File: src/rtl/usb_out_ep_pkg.sv
// usb_out_ep_pkg: register map, field positions, reset values and counts
// for the out endpoint control and status block.
// assumes a 32-bit ahb-lite slave decoding the low address byte.
//
// Operation
// - a one written to clear_toggle_bit zeroes the endpoint data toggle
// - clear_toggle_bit always reads back as zero
// - clearing stall_request_bit ends stalling; the bit is ignored in iso mode
// - a one written to the flush bit discards the next waiting packet
// - a flush resets the fifo read pointer and clears packet_ready_flag
// - hardware clears the flush bit when the flush has finished
// - overrun_flag sets when an arriving iso packet finds the fifo full
// - overrun_flag matters in iso mode and holds until software clears it
// - with double buffering, fifo_full_flag is one when two packets wait
// - without double buffering, fifo_full_flag is one with one packet
// - a received out packet sets packet_ready_flag and raises an interrupt
// - while stall_request_bit is one every non-iso out request gets a stall
// - each stall sent sets stall_sent_flag and interrupts; firmware clears it
// - an iso packet with crc error is stored, flagged ready and data_error_flag
package usb_out_ep_pkg;
    // ----------------------------------------
    // register byte offsets
    // ----------------------------------------
    localparam logic [7:0] CTRL_LOW_OFS = 8'h14;
    localparam logic [7:0] EP_CFG_OFS = 8'h18;
    localparam logic [7:0] INT_STAT_OFS = 8'h1C;
    localparam logic [7:0] INT_MASK_OFS = 8'h20;
    // ----------------------------------------
    // fields of out_endpoint_control_low
    // ----------------------------------------
    localparam int CLR_TOGGLE_POS = 7;
    localparam int STALL_SENT_POS = 6;
    localparam int STALL_REQ_POS = 5;
    localparam int FLUSH_POS = 4;
    localparam int DATA_ERR_POS = 3;
    localparam int OVERRUN_POS = 2;
    localparam int FIFO_FULL_POS = 1;
    localparam int PKT_RDY_POS = 0;
    localparam logic [7:0] CTRL_LOW_RESET = 8'h00;
    // ----------------------------------------
    // endpoint config, interrupt status and mask
    // ----------------------------------------
    localparam int CFG_ISO_POS = 0;
    localparam int CFG_DBL_POS = 1;
    localparam logic [1:0] CFG_RESET = 2'h0;
    localparam int INT_PKT_POS = 0;
    localparam int INT_STALL_POS = 1;
    localparam int INT_OVR_POS = 2;
    localparam logic [2:0] INT_RESET = 3'h0;
    // ----------------------------------------
    // counts and bus codes
    // ----------------------------------------
    localparam int FLUSH_CYCLES = 4;
    localparam logic [2:0] HSIZE_WORD = 3'h2;
endpackage

File: src/rtl/flush_if.sv
// flush_if: handshake between the register logic and the flush sequencer.
// assumes both ends run on core_clk.
`timescale 1ns/1ps
interface flush_if;
    logic start;
    logic done;
    logic rd_ptr_rst;
    modport ctrl (output start, input done, input rd_ptr_rst);
    modport seq (input start, output done, output rd_ptr_rst);
endinterface

File: src/rtl/flush_seq.sv
// flush_seq: timed flush of one packet from the out fifo.
// assumes start is a one-cycle pulse, never raised while a flush runs.
`timescale 1ns/1ps
module flush_seq
    import usb_out_ep_pkg::*;
#(
    parameter int CYCLES = FLUSH_CYCLES
) (
    input wire logic core_clk,
    input wire logic rstn,
    flush_if.seq fl
);
    localparam int DONE_LAT = CYCLES + 1;
    typedef enum logic [1:0] {FL_IDLE = 2'b00, FL_RUN = 2'b01} fl_state_e;
    typedef struct packed {
        fl_state_e st;
        logic [7:0] cnt;
        logic done;
        logic rd_ptr_rst;
    } fl_s;
    fl_s q;
    fl_s d;

    // read pointer rewinds at once; done follows after the drain time
    always_comb begin
        d = q;
        d.done = 1'b0;
        d.rd_ptr_rst = 1'b0;
        case (q.st)
            FL_IDLE: begin
                if (fl.start) begin
                    d.st = FL_RUN;
                    d.cnt = 8'(CYCLES - 1);
                    d.rd_ptr_rst = 1'b1;
                end
            end
            FL_RUN: begin
                if (q.cnt == 8'h00) begin
                    d.st = FL_IDLE;
                    d.done = 1'b1;
                end else begin
                    d.cnt = q.cnt - 8'h01;
                end
            end
            default: d.st = FL_IDLE;
        endcase
    end

    always_ff @(posedge core_clk or negedge rstn) begin
        if (!rstn) begin
            q <= '{st: FL_IDLE, cnt: 8'h00, done: 1'b0, rd_ptr_rst: 1'b0};
        end else begin
            q <= d;
        end
    end

    assign fl.done = q.done;
    assign fl.rd_ptr_rst = q.rd_ptr_rst;

    AST_FLUSH_DONE_LAT: assert property (@(posedge core_clk) disable iff (!rstn)
        (fl.start && q.st == FL_IDLE) |-> ##DONE_LAT fl.done)
        else $error("flush done not at fixed latency");
endmodule // flush_seq

File: src/rtl/usb_out_ep_ctrl.sv
// usb_out_ep_ctrl: control and status of one out endpoint behind an
// ahb-lite slave, with packet accounting and handshake choice.
// assumes the serial engine runs on core_clk and pulses sie_rx_valid
// once per received out data packet, with its error qualifiers.
//
// The AHB-Lite register port was left to the implementer.
`timescale 1ns/1ps
module usb_out_ep_ctrl
    import usb_out_ep_pkg::*;
(
    input wire logic core_clk,
    input wire logic rstn,
    input wire logic hsel,
    input wire logic [31:0] haddr,
    input wire logic [1:0] htrans,
    input wire logic hwrite,
    input wire logic [2:0] hsize,
    input wire logic [31:0] hwdata,
    input wire logic hready,
    output logic [31:0] hrdata,
    output logic hreadyout,
    output logic hresp,
    input wire logic sie_rx_valid,
    input wire logic sie_rx_crc_err,
    input wire logic sie_rx_stuff_err,
    output logic hs_ack,
    output logic hs_nak,
    output logic hs_stall,
    output logic fifo_store,
    output logic fifo_drop,
    output logic fifo_rd_ptr_rst,
    output logic data_toggle,
    output logic irq
);
    // ----------------------------------------
    // state
    // ----------------------------------------
    typedef struct packed {
        logic [31:0] hrdata;
        logic hreadyout;
        logic wr_pend;
        logic [7:0] wr_addr;
        logic iso;
        logic dbl;
        logic toggle;
        logic stall_req;
        logic stall_sent;
        logic flush;
        logic data_err;
        logic overrun;
        logic pkt_rdy;
        logic [1:0] pkt_cnt;
        logic [2:0] int_stat;
        logic [2:0] int_mask;
        logic irq;
        logic hs_ack;
        logic hs_nak;
        logic hs_stall;
        logic store;
        logic drop;
        logic rd_ptr_rst;
        logic flush_start;
    } st_s;
    st_s q;
    st_s d;

    flush_if fl ();

    flush_seq #(
        .CYCLES(FLUSH_CYCLES)
    ) u_flush (
        .core_clk(core_clk),
        .rstn(rstn),
        .fl(fl)
    );

    // ----------------------------------------
    // helpers
    // ----------------------------------------
    logic [1:0] cap;
    logic full;
    logic rx_err;
    logic [7:0] wdat;
    logic wr_ctrl;
    logic wr_cfg;
    logic wr_stat;
    logic wr_mask;
    logic addr_ok;
    logic rd_ctrl;

    // fifo depth in packets follows the double-buffer setting
    assign cap = q.dbl ? 2'h2 : 2'h1;
    assign full = (q.pkt_cnt == cap);
    assign rx_err = sie_rx_crc_err | sie_rx_stuff_err;
    assign wdat = hwdata[7:0];
    assign wr_ctrl = q.wr_pend && (q.wr_addr == CTRL_LOW_OFS);
    assign wr_cfg = q.wr_pend && (q.wr_addr == EP_CFG_OFS);
    assign wr_stat = q.wr_pend && (q.wr_addr == INT_STAT_OFS);
    assign wr_mask = q.wr_pend && (q.wr_addr == INT_MASK_OFS);
    assign addr_ok = hsel && htrans[1] && hready;
    // read of control-low taken this cycle; only the checks watch it
    assign rd_ctrl = addr_ok && !hwrite && (haddr[7:0] == CTRL_LOW_OFS);

    // read view of the control-low byte
    function automatic logic [7:0] ctrl_view(input st_s s, input logic f);
        logic [7:0] v;
        v = 8'h00;
        v[CLR_TOGGLE_POS] = 1'b0;
        v[STALL_SENT_POS] = s.stall_sent;
        v[STALL_REQ_POS] = s.stall_req;
        v[FLUSH_POS] = s.flush;
        v[DATA_ERR_POS] = s.data_err;
        v[OVERRUN_POS] = s.overrun;
        v[FIFO_FULL_POS] = f;
        v[PKT_RDY_POS] = s.pkt_rdy;
        return v;
    endfunction

    // ----------------------------------------
    // next state
    // ----------------------------------------
    always_comb begin
        logic inc;
        logic dec;
        logic sw_pop;
        logic [2:0] ev;
        inc = 1'b0;
        dec = 1'b0;
        sw_pop = 1'b0;
        ev = 3'h0;
        d = q;
        d.hreadyout = 1'b1;
        d.hrdata = 32'h0000_0000;
        d.hs_ack = 1'b0;
        d.hs_nak = 1'b0;
        d.hs_stall = 1'b0;
        d.store = 1'b0;
        d.drop = 1'b0;
        d.flush_start = 1'b0;
        d.rd_ptr_rst = fl.rd_ptr_rst;
        d.wr_pend = 1'b0;

        // address phase: reads answer next cycle, writes wait for hwdata
        if (addr_ok) begin
            if (hwrite) begin
                d.wr_pend = (hsize == HSIZE_WORD);
                d.wr_addr = haddr[7:0];
            end else begin
                case (haddr[7:0])
                    CTRL_LOW_OFS: d.hrdata = {24'h000000, ctrl_view(q, full)};
                    EP_CFG_OFS: d.hrdata = {30'h0, q.dbl, q.iso};
                    INT_STAT_OFS: d.hrdata = {29'h0, q.int_stat};
                    INT_MASK_OFS: d.hrdata = {29'h0, q.int_mask};
                    default: d.hrdata = 32'h0000_0000;
                endcase
            end
        end

        // software writes first, so that hardware sets below win over all but the toggle clear
        if (wr_ctrl) begin
            if (wdat[CLR_TOGGLE_POS]) begin
                d.toggle = 1'b0;
            end
            if (!wdat[STALL_SENT_POS]) begin
                d.stall_sent = 1'b0;
            end
            d.stall_req = wdat[STALL_REQ_POS];
            if (wdat[FLUSH_POS] && !q.flush) begin
                d.flush = 1'b1;
                d.flush_start = 1'b1;
            end
            if (!wdat[OVERRUN_POS]) begin
                d.overrun = 1'b0;
            end
            if (!wdat[PKT_RDY_POS] && q.pkt_rdy) begin
                sw_pop = 1'b1;
            end
        end
        if (wr_cfg) begin
            d.iso = wdat[CFG_ISO_POS];
            d.dbl = wdat[CFG_DBL_POS];
        end
        if (wr_stat) begin
            d.int_stat = q.int_stat & ~wdat[2:0];
        end
        if (wr_mask) begin
            d.int_mask = wdat[2:0];
        end

        // incoming out data packet; stall is a bulk/interrupt matter only
        if (sie_rx_valid) begin
            if (q.stall_req && !q.iso) begin
                d.hs_stall = 1'b1;
                d.stall_sent = 1'b1;
                ev[INT_STALL_POS] = 1'b1;
            end else if (!q.iso && rx_err) begin
                // corrupt bulk packet: no handshake, host retries
                d.hs_nak = 1'b0;
            end else if (!full) begin
                d.store = 1'b1;
                inc = 1'b1;
                if (!q.iso) begin
                    d.hs_ack = 1'b1;
                    d.toggle = ~q.toggle & ~(wr_ctrl & wdat[CLR_TOGGLE_POS]);
                end else if (rx_err) begin
                    d.data_err = 1'b1;
                end
            end else if (q.iso) begin
                d.overrun = 1'b1;
                ev[INT_OVR_POS] = 1'b1;
            end else begin
                d.hs_nak = 1'b1;
            end
        end

        // clearing the ready flag releases the packet and its error flag
        if (sw_pop) begin
            dec = 1'b1;
            if (!(d.store && q.iso && rx_err)) begin
                d.data_err = 1'b0;
            end
        end
        // flush completion drops one packet if any is held
        if (fl.done) begin
            d.flush = 1'b0;
            if (q.pkt_cnt != 2'h0) begin
                dec = 1'b1;
                d.drop = 1'b1;
            end
        end
        d.pkt_cnt = q.pkt_cnt + {1'b0, inc} - {1'b0, dec};

        // ready drops for a cycle after a pop, so a second packet re-interrupts
        if (q.flush || d.flush || dec) begin
            d.pkt_rdy = 1'b0;
        end else begin
            d.pkt_rdy = (q.pkt_cnt != 2'h0) || inc;
        end
        ev[INT_PKT_POS] = d.pkt_rdy && !q.pkt_rdy;

        // sticky interrupt status, level output
        d.int_stat = d.int_stat | ev;
        d.irq = |(d.int_stat & d.int_mask);
    end

    always_ff @(posedge core_clk or negedge rstn) begin
        if (!rstn) begin
            q <= '0;
        end else begin
            q <= d;
        end
    end

    // ----------------------------------------
    // outputs
    // ----------------------------------------
    assign fl.start = q.flush_start;
    assign hrdata = q.hrdata;
    assign hreadyout = q.hreadyout;
    assign hresp = q.wr_pend & 1'b0;
    assign hs_ack = q.hs_ack;
    assign hs_nak = q.hs_nak;
    assign hs_stall = q.hs_stall;
    assign fifo_store = q.store;
    assign fifo_drop = q.drop;
    assign fifo_rd_ptr_rst = q.rd_ptr_rst;
    assign data_toggle = q.toggle;
    assign irq = q.irq;

    // ----------------------------------------
    // checks
    // ----------------------------------------
    localparam int FL_MAX = FLUSH_CYCLES + 3;

    AST_CLR_TOGGLE: assert property (@(posedge core_clk) disable iff (!rstn)
        (wr_ctrl && wdat[CLR_TOGGLE_POS]) |=> !data_toggle)
        else $error("toggle not cleared");
    AST_TOGGLE_READS_ZERO: assert property (@(posedge core_clk) disable iff (!rstn)
        (addr_ok && !hwrite && haddr[7:0] == CTRL_LOW_OFS) |=> !hrdata[CLR_TOGGLE_POS])
        else $error("clear toggle bit read as one");
    AST_STALL_ANSWER: assert property (@(posedge core_clk) disable iff (!rstn)
        (sie_rx_valid && q.stall_req && !q.iso) |=> hs_stall && !hs_ack && !fifo_store)
        else $error("stall not answered");
    AST_ISO_NO_STALL: assert property (@(posedge core_clk) disable iff (!rstn)
        (sie_rx_valid && q.iso) |=> !hs_stall)
        else $error("stall sent in iso mode");
    AST_FLUSH_ENDS: assert property (@(posedge core_clk) disable iff (!rstn)
        (wr_ctrl && wdat[FLUSH_POS] && !q.flush) |=> q.flush ##[1:FL_MAX] !q.flush)
        else $error("flush bit not cleared in time");
    AST_FLUSH_NOT_READY: assert property (@(posedge core_clk) disable iff (!rstn)
        q.flush |=> !q.pkt_rdy)
        else $error("packet ready during flush");
    AST_OVERRUN: assert property (@(posedge core_clk) disable iff (!rstn)
        (sie_rx_valid && q.iso && full) |=> q.overrun && !fifo_store)
        else $error("overrun not flagged");
    AST_OVERRUN_HOLDS: assert property (@(posedge core_clk) disable iff (!rstn)
        (q.overrun && !(wr_ctrl && !wdat[OVERRUN_POS])) |=> q.overrun)
        else $error("overrun dropped by itself");
    // fifo full as software reads it, one cycle after the address phase
    AST_FULL_DEPTH: assert property (@(posedge core_clk) disable iff (!rstn)
        (rd_ctrl && !q.dbl && q.pkt_cnt == 2'h1) |=> hrdata[FIFO_FULL_POS])
        else $error("single buffer not full with one packet");
    AST_FULL_DOUBLE: assert property (@(posedge core_clk) disable iff (!rstn)
        (rd_ctrl && q.dbl && q.pkt_cnt == 2'h2) |=> hrdata[FIFO_FULL_POS])
        else $error("double buffer not full with two packets");
    AST_NOT_FULL: assert property (@(posedge core_clk) disable iff (!rstn)
        (rd_ctrl && q.pkt_cnt != cap) |=> !hrdata[FIFO_FULL_POS])
        else $error("fifo full with room left");
    AST_PKT_READY: assert property (@(posedge core_clk) disable iff (!rstn)
        (sie_rx_valid && !q.iso && !q.stall_req && !rx_err && !full && !q.flush && !wr_ctrl)
        |=> fifo_store && hs_ack && q.pkt_rdy)
        else $error("packet not made ready");
    AST_STALL_FLAG: assert property (@(posedge core_clk) disable iff (!rstn)
        hs_stall |-> q.stall_sent && q.int_stat[INT_STALL_POS])
        else $error("stall sent flag missing");
    AST_ISO_CRC: assert property (@(posedge core_clk) disable iff (!rstn)
        (sie_rx_valid && q.iso && sie_rx_crc_err && !full) |=> fifo_store && q.data_err)
        else $error("iso crc packet not kept");
    AST_ERR_CLEARS: assert property (@(posedge core_clk) disable iff (!rstn)
        (wr_ctrl && !wdat[PKT_RDY_POS] && q.pkt_rdy && !sie_rx_valid) |=> !q.data_err)
        else $error("data error not cleared");
    AST_RESET_ZERO: assert property (@(posedge core_clk) disable iff (!rstn)
        $rose(rstn) |-> ctrl_view(q, full) == CTRL_LOW_RESET)
        else $error("control low not zero after reset");
    // flush side effects and bus housekeeping
    AST_FLUSH_RD_PTR: assert property (@(posedge core_clk) disable iff (!rstn)
        (wr_ctrl && wdat[FLUSH_POS] && !q.flush) |-> ##3 fifo_rd_ptr_rst)
        else $error("read pointer not rewound");
    AST_DROP_AT_END: assert property (@(posedge core_clk) disable iff (!rstn)
        fifo_drop |-> !q.flush && $past(q.flush))
        else $error("packet dropped outside a flush");
    AST_IRQ_LEVEL: assert property (@(posedge core_clk) disable iff (!rstn)
        irq == |(q.int_stat & q.int_mask))
        else $error("interrupt level wrong");
    AST_WORD_ONLY: assert property (@(posedge core_clk) disable iff (!rstn)
        (addr_ok && hwrite && hsize != HSIZE_WORD) |=> !q.wr_pend)
        else $error("narrow write accepted");
    AST_ZERO_WAIT: assert property (@(posedge core_clk) disable iff (!rstn)
        $past(rstn) |-> hreadyout && !hresp)
        else $error("wait state or error response");

    COV_STALL: cover property (@(posedge core_clk) disable iff (!rstn) hs_stall);
    COV_FLUSH: cover property (@(posedge core_clk) disable iff (!rstn) fifo_drop);
    COV_OVERRUN: cover property (@(posedge core_clk) disable iff (!rstn) $rose(q.overrun));
    COV_DBL_FULL: cover property (@(posedge core_clk) disable iff (!rstn)
        q.dbl && q.pkt_cnt == 2'h2);
    COV_DATA_ERR: cover property (@(posedge core_clk) disable iff (!rstn) $rose(q.data_err));
endmodule // usb_out_ep_ctrl

File: config.mk
export PLATFORM = sky130hd
export DESIGN_NAME = usb_out_ep_ctrl
export DESIGN_NICKNAME = d
export VERILOG_FILES = /design/src/rtl/usb_out_ep_pkg.sv /design/src/rtl/flush_if.sv /design/src/rtl/flush_seq.sv /design/src/rtl/usb_out_ep_ctrl.sv
export SDC_FILE = /design/constraint.sdc
export NUM_CORES = 1
export LEC_CHECK = 0
export ABC_CLOCK_PERIOD_IN_PS = 6000
export BUFFER_PORTS_ARGS = -buffer_cell sky130_fd_sc_hd__buf_2
export CORE_UTILIZATION = 51
export CTS_CLUSTER_DIAMETER = 40
export CTS_CLUSTER_SIZE = 16
export DETAILED_ROUTE_END_ITERATION = 8
export PLACE_DENSITY_LB_ADDON = 0.1
export SLEW_MARGIN = 20
export SYNTH_ARGS = -nofsm -noshare
export SYNTH_HDL_FRONTEND = slang
export SYNTH_SLANG_ARGS = --single-unit
File: constraint.sdc
create_clock -name core_clk -period 6 [get_ports core_clk]
set_input_delay 0.9 -clock core_clk [delete_from_list [all_inputs] [get_ports core_clk]]
set_output_delay 0.9 -clock core_clk [all_outputs]
set_load 0.02 [all_outputs]
## Word-level counts from Yosys, hierarchy flattened

Cells that the tools add are included.

- Input port bits: 77
- Bits in registers: 79
- Logic and storage cells: 150
- Output and inout bits: 42

- Bitwise logic cells: 9
- $add $sub $neg: 3
- Mux-type cells: 68
- Reductions and logical operators: 28
- Eq/ne operators: 14

Operator list:

| operator | count |
|---|---|
| equality test 8 x 5 -> 1 bit, second input constant | 6 |
| two-way mux 1 bit | 48 |
| two-way mux 32 bit | 1 |
| case mux 7 bit (4 select lines) | 1 |
| two-way mux 9 bit | 2 |
| equality test 8 x 6 -> 1 bit, second input constant | 2 |
| case mux 8 bit (2 select lines) | 1 |
| two-way mux 2 bit | 7 |
| logical AND 1 bit | 13 |
| two-way mux 10 bit | 1 |
| zero test 8 bit | 1 |
| two-way mux 4 bit | 2 |
| two-way mux 8 bit | 1 |
| subtractor 8 x 1 -> 8 bit, second input constant | 1 |
| two-way mux 7 bit | 1 |
| AND 3 bit | 2 |
| two-way mux 3 bit | 2 |
| zero test 1 bit | 4 |
| != test 2 bit, second input constant | 2 |
| case mux 2 bit (2 select lines) | 1 |
| AND reduction 2 bit | 2 |
| nonzero test 2 bit | 2 |
| equality test 3 x 2 -> 1 bit, second input constant | 1 |
| logical OR 1 bit | 3 |
| other kinds (13) | 15 |

## Depth between registers and ports, before layout

Gate-level depths: netlist of the first run.

- Depth in word-level cells: 13
- Depth in mapped cells: 9
- Gate-level depth less buffers: 9

## Modules after synthesis

Synthesis of the first run repeated with hierarchy kept, for this count alone.

- Cell total of the unflattened synthesis: 249
- Area, all modules: 2,716.4 um^2

Modules (own cells, without submodules):

| module | times used | cells an instance | area each (um^2) |
|---|---|---|---|
| usb_out_ep_ctrl | 1 | 190 | 2,129.5 |
| flush_seq | 1 | 59 | 586.8 |

## Worst setup path before layout of the first run

No wires, ideal clock.

- Path type: input port to flip-flop
- Start point: input sie_rx_stuff_err
- End point: register q[15] (netlist bit)
- Required time: 5,876 ps
- Data arrival time: 2,053 ps
- Cell stages on the path: 9
- Library setup time: 124 ps
- Setup slack: 3,823 ps
- Cell sequence: nor3_1 > o21ai_0 > nor2_1 > inv_1 > ha_1 > inv_1 > ha_1 > xnor2_1 > xnor2_1

RTL lines:

| element | RTL line | text |
|---|---|---|
| start: declaration | usb_out_ep_ctrl.sv:25 | `input wire logic sie_rx_stuff_err,` |
| end signal: assignment | usb_out_ep_ctrl.sv:248 | `q <= '0;` |
| end signal: assignment | usb_out_ep_ctrl.sv:250 | `q <= d;` |
| end: declaration | usb_out_ep_ctrl.sv:64 | `st_s q;` |

==> impl_results.md, run 1 <==
* Status: finished, final reports clean
* CTS clock-pin slew for the worst setup and hold paths at 0.09 ns
* Register area share after synthesis at 50.0%
* Number of gates resized after cts at 0
* Clk_lat worst skew at 0.30 ns
* Clk root buf: clkbuf_8
* Flop2flop setup slack at 3.77 ns
* Final hold slack at 0.362 ns
* Reg2reg start: q[30]$_DFFE_PN0P_
* Syn-to-layout area delta at 10.1%
* Core ar. at 4850 sq um
* Synth async-reset ratio at 100%
* Worst Setup EP: q[15]$_DFF_PN0_
* Wire per inst at 13.1 microns
* Num CTS Buffers at 5
* Placed inst area at 2790 sq um
* GRT overflow at 0
* Seq. cell area at 1330 sq um
* Top post-synthesis cells by area: dfrtp_1 (50%), buf_4 (9.3%), mux2_2 (6.4%)
* Unique masters post-synth at 44
* Most frequent cell after synthesis: dfrtp_1
* DP Worst Slack at 3.54 ns
* PD cells at 279 nW/um^2
* Setup violators final at 0
* VDD IR max at 0.222 mV
* Site Rows at 25
* Vias in the first global route at 1684
* Crit-path cells: nor4b_2, nand4_1, nand2b_1, ha_1, inv_1, ha_1, xnor2_1, xnor2_1
* Slowest library cell on the worst path: nor4b_2
* Ant. Diodes at 0
* Worst-case clock buffer depth at 2
* Reg-to-reg endpoint: q[15]$_DFF_PN0_
* WL final at 4.61 mm
* Leak pwr at 1.41 nW
* RSZ-0062 raised after global routing: false
* Final Hold Fails at 0
* Slowest Stage Delay on Critical Path at 0.67 ns
* Slew Viols, Final at 0
* Clk sinks at 53
* Syn Area/Cell at 10.8 sq um
* Total Power at 0.816 mW
* Max-Cap Viols at 0
* CTS tree: built
* R2R cell count at 8
* Setup crit start kind: register
* First-iteration detailed-routing DRC count at 109
* GRT Total Usage at 18.8%
* Worst Setup SP: q[30]$_DFFE_PN0P_
* Critical path depth at 8
* Syn. warnings at 0
* Die height at 74.1 microns
* Achievable Freq at 448 MHz
* Mapped Area at 2650 sq um
* Fill cell count at 417
* Worst path required time at 6.23 ns
* Number of post-CTS setup repair buffers at 0
* Chip Width at 74.1 microns
* Minimum clock period at 2.23 ns
* Period utilization at 37.2%
* RePlAce Congestion at 0.786
* Crit end category: register
* Port Buffers at 42
* Fraction of layout cells with a size suffix above 1 at 25.4%
* Top cells by count, synth: dfrtp_1 (53), buf_4 (33), mux2_2 (15)
* Hold crit path type: reg -> reg
* Clock skew at 0.00621 ns
* WS Path Type: reg -> reg
* Via count at 1793
* Post-synth EDFFs at 0
* Final worst-path setup slack at 3.77 ns
* Layout net count at 364
* Crit path buf inv count at 1
* Crit path max fanout at 8
* Synth Register Bits at 53
* Hpwl dp at 3.44 mm
* Critical path arrival at 2.46 ns
* H-tree depth at 2
* Starting Density at 54.7%
* Detailed Routing Iterations Pass 1 at 4
* Worst slew pin tran at 0.722 ns
* Share of the synthesized area in the top cell type at 50.0%
* Post-route cell area at 2920 sq um
* Die area at 5490 sq um
* Routed Antenna Nets at 0
* I/O pins at 119
* DR vias/cell at 5.11
* Worst relative slew slack at 51.2%
* Yosys top cell by area: dfrtp_1
* First-pass GRT wire length at 7.86 mm
* DRC at 0
* Initial antenna violation count at 0
* Area of the multi-input gates at 1110 sq um
* Post-Syn Instances at 245
* Fin Setup TNS at 0 ns
* Hold buffer count at cts at 0
* Top_reg_cell synth: dfrtp_1
* Top delay family on crit path: simple AND/OR/NAND/NOR gates
* Hold Path Depth at 0
* Pin count of the biggest net entering global routing at 54
[how the worst min path moves through the flow]
stage / to / start / slack (ns)
2_1_floorplan: fifo_rd_ptr_rst$_DFF_PN0_ / u_flush.fl.rd_ptr_rst$_DFF_PN0_ / 0.33
3_3_place_gp: fifo_rd_ptr_rst$_DFF_PN0_ / u_flush.fl.rd_ptr_rst$_DFF_PN0_ / 0.33
3_5_place_dp: fifo_rd_ptr_rst$_DFF_PN0_ / u_flush.fl.rd_ptr_rst$_DFF_PN0_ / 0.34
4_1_cts: fifo_rd_ptr_rst$_DFF_PN0_ / u_flush.fl.rd_ptr_rst$_DFF_PN0_ / 0.37
5_1_grt: fifo_rd_ptr_rst$_DFF_PN0_ / u_flush.fl.rd_ptr_rst$_DFF_PN0_ / 0.37
6_report: fifo_rd_ptr_rst$_DFF_PN0_ / u_flush.fl.rd_ptr_rst$_DFF_PN0_ / 0.36
[layer usage]
layer  GRT usage, %  up-vias  wire [microns]
li1               -      884               -
met1           25.7      852            2120
met2           30.3       51            2230
met3           4.20        6             205
met4           5.13        0              48
met5              0        -               0
[state kept, by name, summed over array words and instances, names as in the netlist]
| name | count |
|---|---|
| hreadyout | 1 |
| q | 25 |
| fifo_rd_ptr_rst | 1 |
| u_flush.fl.done | 1 |
| hs_nak | 1 |
| hs_ack | 1 |
| hrdata | 7 |
| u_flush.fl.rd_ptr_rst | 1 |
| hs_stall | 1 |
| data_toggle | 1 |
| fifo_store | 1 |
| irq | 1 |
| u_flush.q | 9 |
| fl.start | 1 |
| fifo_drop | 1 |
[per-stage QoR]
| stage | util (%) | std cells |
|---|---|---|
| final | 60.2 | 351 |
| after CTS | 60.2 | 351 |
| after global placement | 57.5 | 343 |
| after detailed placement | 57.5 | 343 |
| after floorplan | - | 270 |
| after global routing | 60.2 | 351 |
[layout by cell type (no fill, tap or decap), types with 3 or more instances in the layout]
cell type   n
dfrtp_1    53
buf_2      42
conb_1     27
mux2_2     15
nand2_1    12
inv_1      11
nor2_1     11
nand2b_1    8
nand4_1     8
o21ai_0     7
nor3_1      6
a21oi_1     6
nand3_1     5
clkbuf_8    5
and2_1      4
nor4b_1     4
or3_1       4
ha_1        4
nor2b_1     3
nor4_1      3
o211ai_1    3
a31oi_1     3
xnor2_1     3
or4_1       3
mux2i_1     3
o31ai_1     3
[cell type report]
cell class	instances	share of cell area, %
Sequential cell	53	45.4
Timing Repair Buffer	44	7.71
Inverter	11	1.41
Multi-Input combinational cell	168	38.0
Clock inverter	3	2.23
Tap cell	67	2.87
Clock buffer	5	2.36
[cells by family after synthesis]
kind of cell | synth area share (%)
AOI/OAI and AO/OA | 8.45
other | 0.283
adders and majority gates | 1.89
xor gates and xnor gates | 0.991
DFF | 50.0
muxes | 7.50
buffers and inverters | 11.7
and+or+nand+nor | 19.2
[power by group]
part | leakage, nW | switching [mW] | internal (mW)
logic | 0.671 | 0.0704 | 0.0485
registers | 0.670 | 0.0317 | 0.388
clock network | 0.0681 | 0.111 | 0.166
total | 1.41 | 0.214 | 0.602
(Power assumes the default switching activity.)
==> run 2, diff against run 1 <==
--- a/config.mk
+++ b/config.mk
@@ -5,9 +5,9 @@
 export SDC_FILE = /design/constraint.sdc
 export NUM_CORES = 1
 export LEC_CHECK = 0
-export ABC_CLOCK_PERIOD_IN_PS = 6000
+export ABC_CLOCK_PERIOD_IN_PS = 1980
 export BUFFER_PORTS_ARGS = -buffer_cell sky130_fd_sc_hd__buf_2
-export CORE_UTILIZATION = 51
+export CORE_UTILIZATION = 42
 export CTS_CLUSTER_DIAMETER = 40
 export CTS_CLUSTER_SIZE = 16
 export DETAILED_ROUTE_END_ITERATION = 8
==> constraint.sdc (replaced) <==
create_clock -name core_clk -period 1.98 [get_ports core_clk]
set_input_delay 0.297 -clock core_clk [delete_from_list [all_inputs] [get_ports core_clk]]
set_output_delay 0.297 -clock core_clk [all_outputs]
set_load 0.02 [all_outputs]
==> run 2 against run 1 <==
Final cell count grew 6.6%. Largest power group unchanged. Critical path depth shrank 4. First-iteration DRC count shrank 48%. Fmax grew 19%. Cell area grew 4.6%.
==> impl_results.md, run 2 (same netlist as run 1, synthesis figures left out) <==
* Fill cell count at 567 (+36%)
* PD cells at 798 nW/um^2 (+190%)
* Register name with the most flops: q
* Setup crit start kind: register
* Detailed Routing Iterations Pass 1 at 4 (unchanged)
* Port Buffers at 42 (unchanged)
* Logic gate share of total power at 17.2% (+2.6 points)
* Placed inst area at 2900 sq um (+4.0%)
* Achievable Freq at 531 MHz (+19%)
* Slew Viols, Final at 0 (unchanged)
* Crit path max fanout at 9 (+1)
* WL final at 5.26 mm (+14%)
* Site Rows at 28 (+12%)
* Hpwl dp at 4.00 mm (+16%)
* Minimum clock period at 1.88 ns (-0.353 ns)
* Post-route cell area at 3050 sq um (+4.6%)
* Worst slew pin tran at 0.562 ns (-0.160 ns)
* GRT overflow at 0 (unchanged)
* Slowest Stage Delay on Critical Path at 0.60 ns (-0.07 ns)
* Die area at 6630 sq um (+21%)
* Most frequent cells in the layout: dfrtp_1 (53), buf_2 (42), conb_1 (27), mux2_2 (15), buf_4 (15)
* DR vias/cell at 5.02 (-1.6%)
* VDD IR max at 0.471 mV (+110%)
* DRC at 0 (unchanged)
* Crit end category: register
* First-pass GRT wire length at 8.71 mm (+11%)
* Clock share of power at 30.7% (-3.3 points)
* Max-Cap Viols at 0 (unchanged)
* Wire per inst at 14.1 microns (+7.1%)
* CTS clock-pin slew for the worst setup and hold paths at 0.09 ns (about the same)
* RSZ-0062 raised after global routing: true
* Ant. Diodes at 0 (unchanged)
* H-tree depth at 2 (unchanged)
* Fraction of layout cells with a size suffix above 1 at 28.8% (+3.4 points)
* Vias in the first global route at 1857 (+10%)
* Clock skew at 0.00407 ns (-0.00214 ns)
* Part of the power in registers at 52.1% (+0.6 points)
* Crit path buf inv count at 0 (-1)
* Total Power at 2.44 mW (+200%)
* Pin count of the biggest net entering global routing at 33 (-39%)
* CTS tree: built
* Worst path required time at 2.16 ns (-4.07 ns)
* Hold Path Depth at 2 (+2)
* Largest register FFs at 25 (unchanged)
* Via count at 1879 (+4.8%)
* P_int at 1.77 mW (+190%)
* Top delay family on crit path: simple AND/OR/NAND/NOR gates
* Syn-to-layout area delta at 15.2%
* WS Path Type: reg -> reg
* Initial antenna violation count at 0 (unchanged)
* Most common cell after layout, fill and taps aside: dfrtp_1
* Critical path arrival at 2.06 ns (-0.40 ns)
* RePlAce Congestion at 0.818 (+4.1%)
* Starting Density at 44.3% (-10 points)
* Final hold slack at 0.141 ns (-0.221 ns)
* Core ar. at 5990 sq um (+24%)
* Hold crit path type: in -> reg
* Sw Ratio at 27.2% (+1.1 points)
* Leak pwr at 1.49 nW (+5.5%)
* Clk sinks at 53 (unchanged)
* Num CTS Buffers at 5 (unchanged)
* DP Worst Slack at 0.0259 ns (-3.52 ns)
* Die height at 81.5 microns (+9.9%)
* Chip Width at 81.5 microns (+9.9%)
* Final Hold Fails at 0 (unchanged)
* Slowest library cell on the worst path: or4_1
* Status: finished, final reports clean
* Final worst-path setup slack at 0.0984 ns (-3.67 ns)
* Worst-case clock buffer depth at 2 (unchanged)
* R2R cell count at 4 (-4)
* Setup violators final at 0 (unchanged)
* Critical path depth at 4 (-4)
* Period utilization at 95.0% (+58 points)
* Layout net count at 379 (+4.1%)
* Crit-path cells: or4_1, nor4b_4, nor4_1, mux2i_1
* First-iteration detailed-routing DRC count at 57 (-48%)
* GRT Total Usage at 17.8% (-0.98 points)
* Worst relative slew slack at 62.1% (+11 points)
* Routed Antenna Nets at 0 (unchanged)
* Switching power at 0.664 mW (+210%)
* Clk_lat worst skew at 0.30 ns (about the same)
* I/O pins at 119 (unchanged)
* Clk root buf: clkbuf_8
[run 2: metal layers]
metal	vias to the layer above	track usage, %	routed length [microns]
met5	-	0	0
met4	0	6.96	77
met3	6	3.00	161
met2	44	29.9	2600
met1	909	22.9	2420
li1	920	-	-
[run 2: timing repair]
item | 4_1_cts | 5_1_grt
buffers inserted | 0 | 2
endpoints found under the hold margin | 21 | 0
hold buffers | 1 | 0
gates resized for setup | 0 | 2
endpoints found under the setup margin | 0 | 1
[run 2: power groups by stage]
stage / registers, mW / logic, mW / clock network, mW
floorplan: 1.29 / 0.271 / 0
global placement: 1.28 / 0.408 / 0
detailed placement: 1.28 / 0.417 / 0
CTS: 1.26 / 0.420 / 0.777
global route: 1.29 / 0.465 / 0.827
finish: 1.27 / 0.419 / 0.749
[run 2: cell type report]
class / count / area [sq um] / area share, %
Clock buffer: 7 / 86.3 / 2.83
Clock inverter: 1 / 30.0 / 0.983
Inverter: 11 / 41.3 / 1.35
Multi-Input combinational cell: 168 / 1120 / 36.8
Sequential cell: 53 / 1330 / 43.4
Tap cell: 75 / 93.8 / 3.07
Timing Repair Buffer: 59 / 353 / 11.6
[run 2: metrics by stage]
| stage | util, % | TNS [ns] | instances |
|---|---|---|---|
| floorplan | - | 0 | 270 |
| global placement | 48.4 | 0 | 363 |
| detailed placement | 48.4 | 0 | 363 |
| CTS | 50.5 | 0 | 372 |
| global route | 51.0 | -0.000221 | 374 |
| finish | 51.0 | 0 | 374 |
[run 2: worst paths after layout]
check,start,endpoint,slack (ns)
worst max-delay path,u_flush.q[4]$_DFFE_PN0P_,u_flush.q[6]$_DFFE_PN0P_,0.1
worst min-delay path,hsize[2],q[33]$_DFF_PN0_,0.14
worst max register to register,u_flush.q[4]$_DFFE_PN0P_,u_flush.q[6]$_DFFE_PN0P_,0.1
worst min register to register,u_flush.fl.rd_ptr_rst$_DFF_PN0_,fifo_rd_ptr_rst$_DFF_PN0_,0.36
max in group asynchronous,rstn,q[17]$_DFF_PN0_,0.93
min in group asynchronous,rstn,fifo_rd_ptr_rst$_DFF_PN0_,0.50
[run 2: worst register-to-register path: stages (launching register included)]
cell and delay [ns]:
dfrtp_1 0.39, or4_1 0.60, nor4b_4 0.51, nor4_1 0.12
mux2i_1 0.15
==> run 3, diff against run 2 <==
--- a/config.mk
+++ b/config.mk
@@ -11,7 +11,7 @@
 export CTS_CLUSTER_DIAMETER = 40
 export CTS_CLUSTER_SIZE = 16
 export DETAILED_ROUTE_END_ITERATION = 8
-export PLACE_DENSITY_LB_ADDON = 0.1
+export PLACE_DENSITY = 0.75
 export SLEW_MARGIN = 20
 export SYNTH_ARGS = -nofsm -noshare
 export SYNTH_HDL_FRONTEND = slang
==> run 3 against run 2 <==
Register-to-register slack about the same. Routed wire length decreased by 2.3%. Clock skew increased by 0.0044 ns. Cell area about the same. Critical path depth increased by 1. Core utilization about the same. Final cell count increased by 0.80%. Critical path type unchanged. Highest routed layer unchanged.
==> impl_results.md, run 3 (same netlist as run 1, synthesis figures left out) <==
* PD cells at 752 nW/um^2 (-5.7%)
* Final Hold Fails at 0 (unchanged)
* GRT overflow at 0 (unchanged)
* WS Path Type: reg -> reg
* I/O pins at 119 (unchanged)
* Syn-to-layout area delta at 15.3% (about the same)
* Die height at 81.5 microns (unchanged)
* RePlAce Congestion at 0.833 (+1.9%)
* Fraction of layout cells with a size suffix above 1 at 29.8% (+1.0 points)
* Chip Width at 81.5 microns (unchanged)
* Detailed Routing Iterations Pass 1 at 4 (unchanged)
* Wire per inst at 13.6 microns (-3.1%)
* Starting Density at 44.3% (unchanged)
* Largest register FFs at 25 (unchanged)
* Achievable Freq at 530 MHz (-0.34%)
* Max-Cap Viols at 0 (unchanged)
* Site Rows at 28 (unchanged)
* Slew Viols, Final at 0 (unchanged)
* Routed Antenna Nets at 0 (unchanged)
* First-iteration detailed-routing DRC count at 82 (+44%)
* Minimum clock period at 1.89 ns (+0.00633 ns)
* DRC at 0 (unchanged)
* Period utilization at 95.3% (+0.32 points)
* Register name with the most flops: q
* Hpwl dp at 3.87 mm (-3.2%)
* Most frequent cells in the layout: dfrtp_1 (53), buf_2 (42), conb_1 (27), buf_4 (20), mux2_2 (15)
* Crit end category: register
* Worst-case clock buffer depth at 2 (unchanged)
* Critical path arrival at 2.07 ns (about the same)
* GRT Total Usage at 16.2% (-1.6 points)
* Die area at 6630 sq um (unchanged)
* Finished Core Util at 51.0% (about the same)
* Vias in the first global route at 1837 (-1.1%)
* Ant. Diodes at 0 (unchanged)
* Initial antenna violation count at 0 (unchanged)
* Worst slew pin tran at 0.568 ns (+0.00553 ns)
* Leak pwr at 1.49 nW (+0.34%)
* Hold crit path type: in -> reg
* Setup violators final at 0 (unchanged)
* Layout net count at 383 (+1.1%)
* Fill cell count at 520 (-8.3%)
* H-tree depth at 2 (unchanged)
* Clk root buf: clkbuf_8
* WL final at 5.14 mm (-2.3%)
* Core ar. at 5990 sq um (unchanged)
* Clk sinks at 53 (unchanged)
* Port Buffers at 42 (unchanged)
* Total Power at 2.30 mW (-5.6%)
* Most common cell after layout, fill and taps aside: dfrtp_1
* CTS clock-pin slew for the worst setup and hold paths at 0.09 ns (about the same)
* Crit path max fanout at 5 (-4)
* Clock skew at 0.00842 ns (+0.00435 ns)
* DR vias/cell at 5.14 (+2.3%)
* First-pass GRT wire length at 8.09 mm (-7.1%)
* Num CTS Buffers at 5 (unchanged)
* Pin count of the biggest net entering global routing at 20 (-39%)
* Worst relative slew slack at 61.7% (-0.37 points)
* CTS tree: built
* VDD IR max at 0.359 mV (-24%)
* Setup crit start kind: register
* Via count at 1937 (+3.1%)
* Worst path required time at 2.16 ns (about the same)
* Status: finished, final reports clean
* Clk_lat worst skew at 0.30 ns (about the same)
==> run 3: cell count changes in the layout (fill, tap and decap cells not counted) <==
cell       previous run  this run
nor4bb_4              0         1
nor4bb_1              1         0
bufinv_16             1         0
buf_12                1         0
buf_4                15        20
==> run 3: stage by stage <==
stage	area, sq um	hold slack, ns	cells	TNS, ns	setup WS (ns)
6_report	3060	0.143	377	0	0.0921
5_1_grt	3060	0.136	377	-0.0163	-0.0163
4_1_cts	3010	0.133	374	0	0.0268
3_5_place_dp	2910	0.247	366	0	0.0516
3_3_place_gp	2910	0.248	366	0	0.0916
2_1_floorplan	2750	0.00141	270	0	0.0470
==> run 3: cell type report <==
cell class                      instances  area (sq um)  share of cell area, %
Inverter                               11          41.3                   1.35
Sequential cell                        53          1330                   43.4
Tap cell                               75          93.8                   3.07
Multi-Input combinational cell        168          1140                   37.2
Clock buffer                            7          86.3                   2.82
Timing Repair Buffer                   63           370                   12.1
==> run 3: power breakdown <==
group / internal, mW / leakage [nW] / switching (mW)
clock: 0.278 / 0.0443 / 0.320
sequential: 1.18 / 0.670 / 0.0968
combinational: 0.194 / 0.777 / 0.234
==> run 3: final timing paths <==
kind,startpoint,endpoint,slack (ns),cells past startpoint
min in group asynchronous,rstn,u_flush.q[3]$_DFFE_PN0P_,0.45,2
max in group asynchronous,rstn,hs_nak$_DFF_PN0_,0.95,3
setup / recovery,u_flush.q[5]$_DFFE_PN0P_,u_flush.q[9]$_DFFE_PN0P_,0.09,5
hold / removal,hsize[0],q[33]$_DFF_PN0_,0.14,2
setup reg to reg,u_flush.q[5]$_DFFE_PN0P_,u_flush.q[9]$_DFFE_PN0P_,0.09,5
hold reg to reg,u_flush.fl.rd_ptr_rst$_DFF_PN0_,fifo_rd_ptr_rst$_DFF_PN0_,0.35,0
==> run 3: repair_timing <==
item / in CTS / in global routing
hold buffers: 1 / 0
hold endpoints to repair: 17 / 0
resized for setup: 0 / 4
setup endpoints to repair: 0 / 2
buffers inserted: 0 / 3
==> run 3: per-layer routing <==
| layer | routed length, microns | GRT usage, % |
|---|---|---|
| met5 | 0 | 0 |
| met3 | 212 | 3.44 |
| met1 | 2150 | 18.3 |
| met2 | 2710 | 29.9 |
| met4 | 69 | 5.89 |
==> run 3: worst max-delay path, cell delays in order, from the launching register on <==
cell and delay, ns:
dfrtp_1 0.41, or4_1 0.59, buf_4 0.19, nor4_1 0.26
mux2i_1 0.24, mux2i_1 0.09
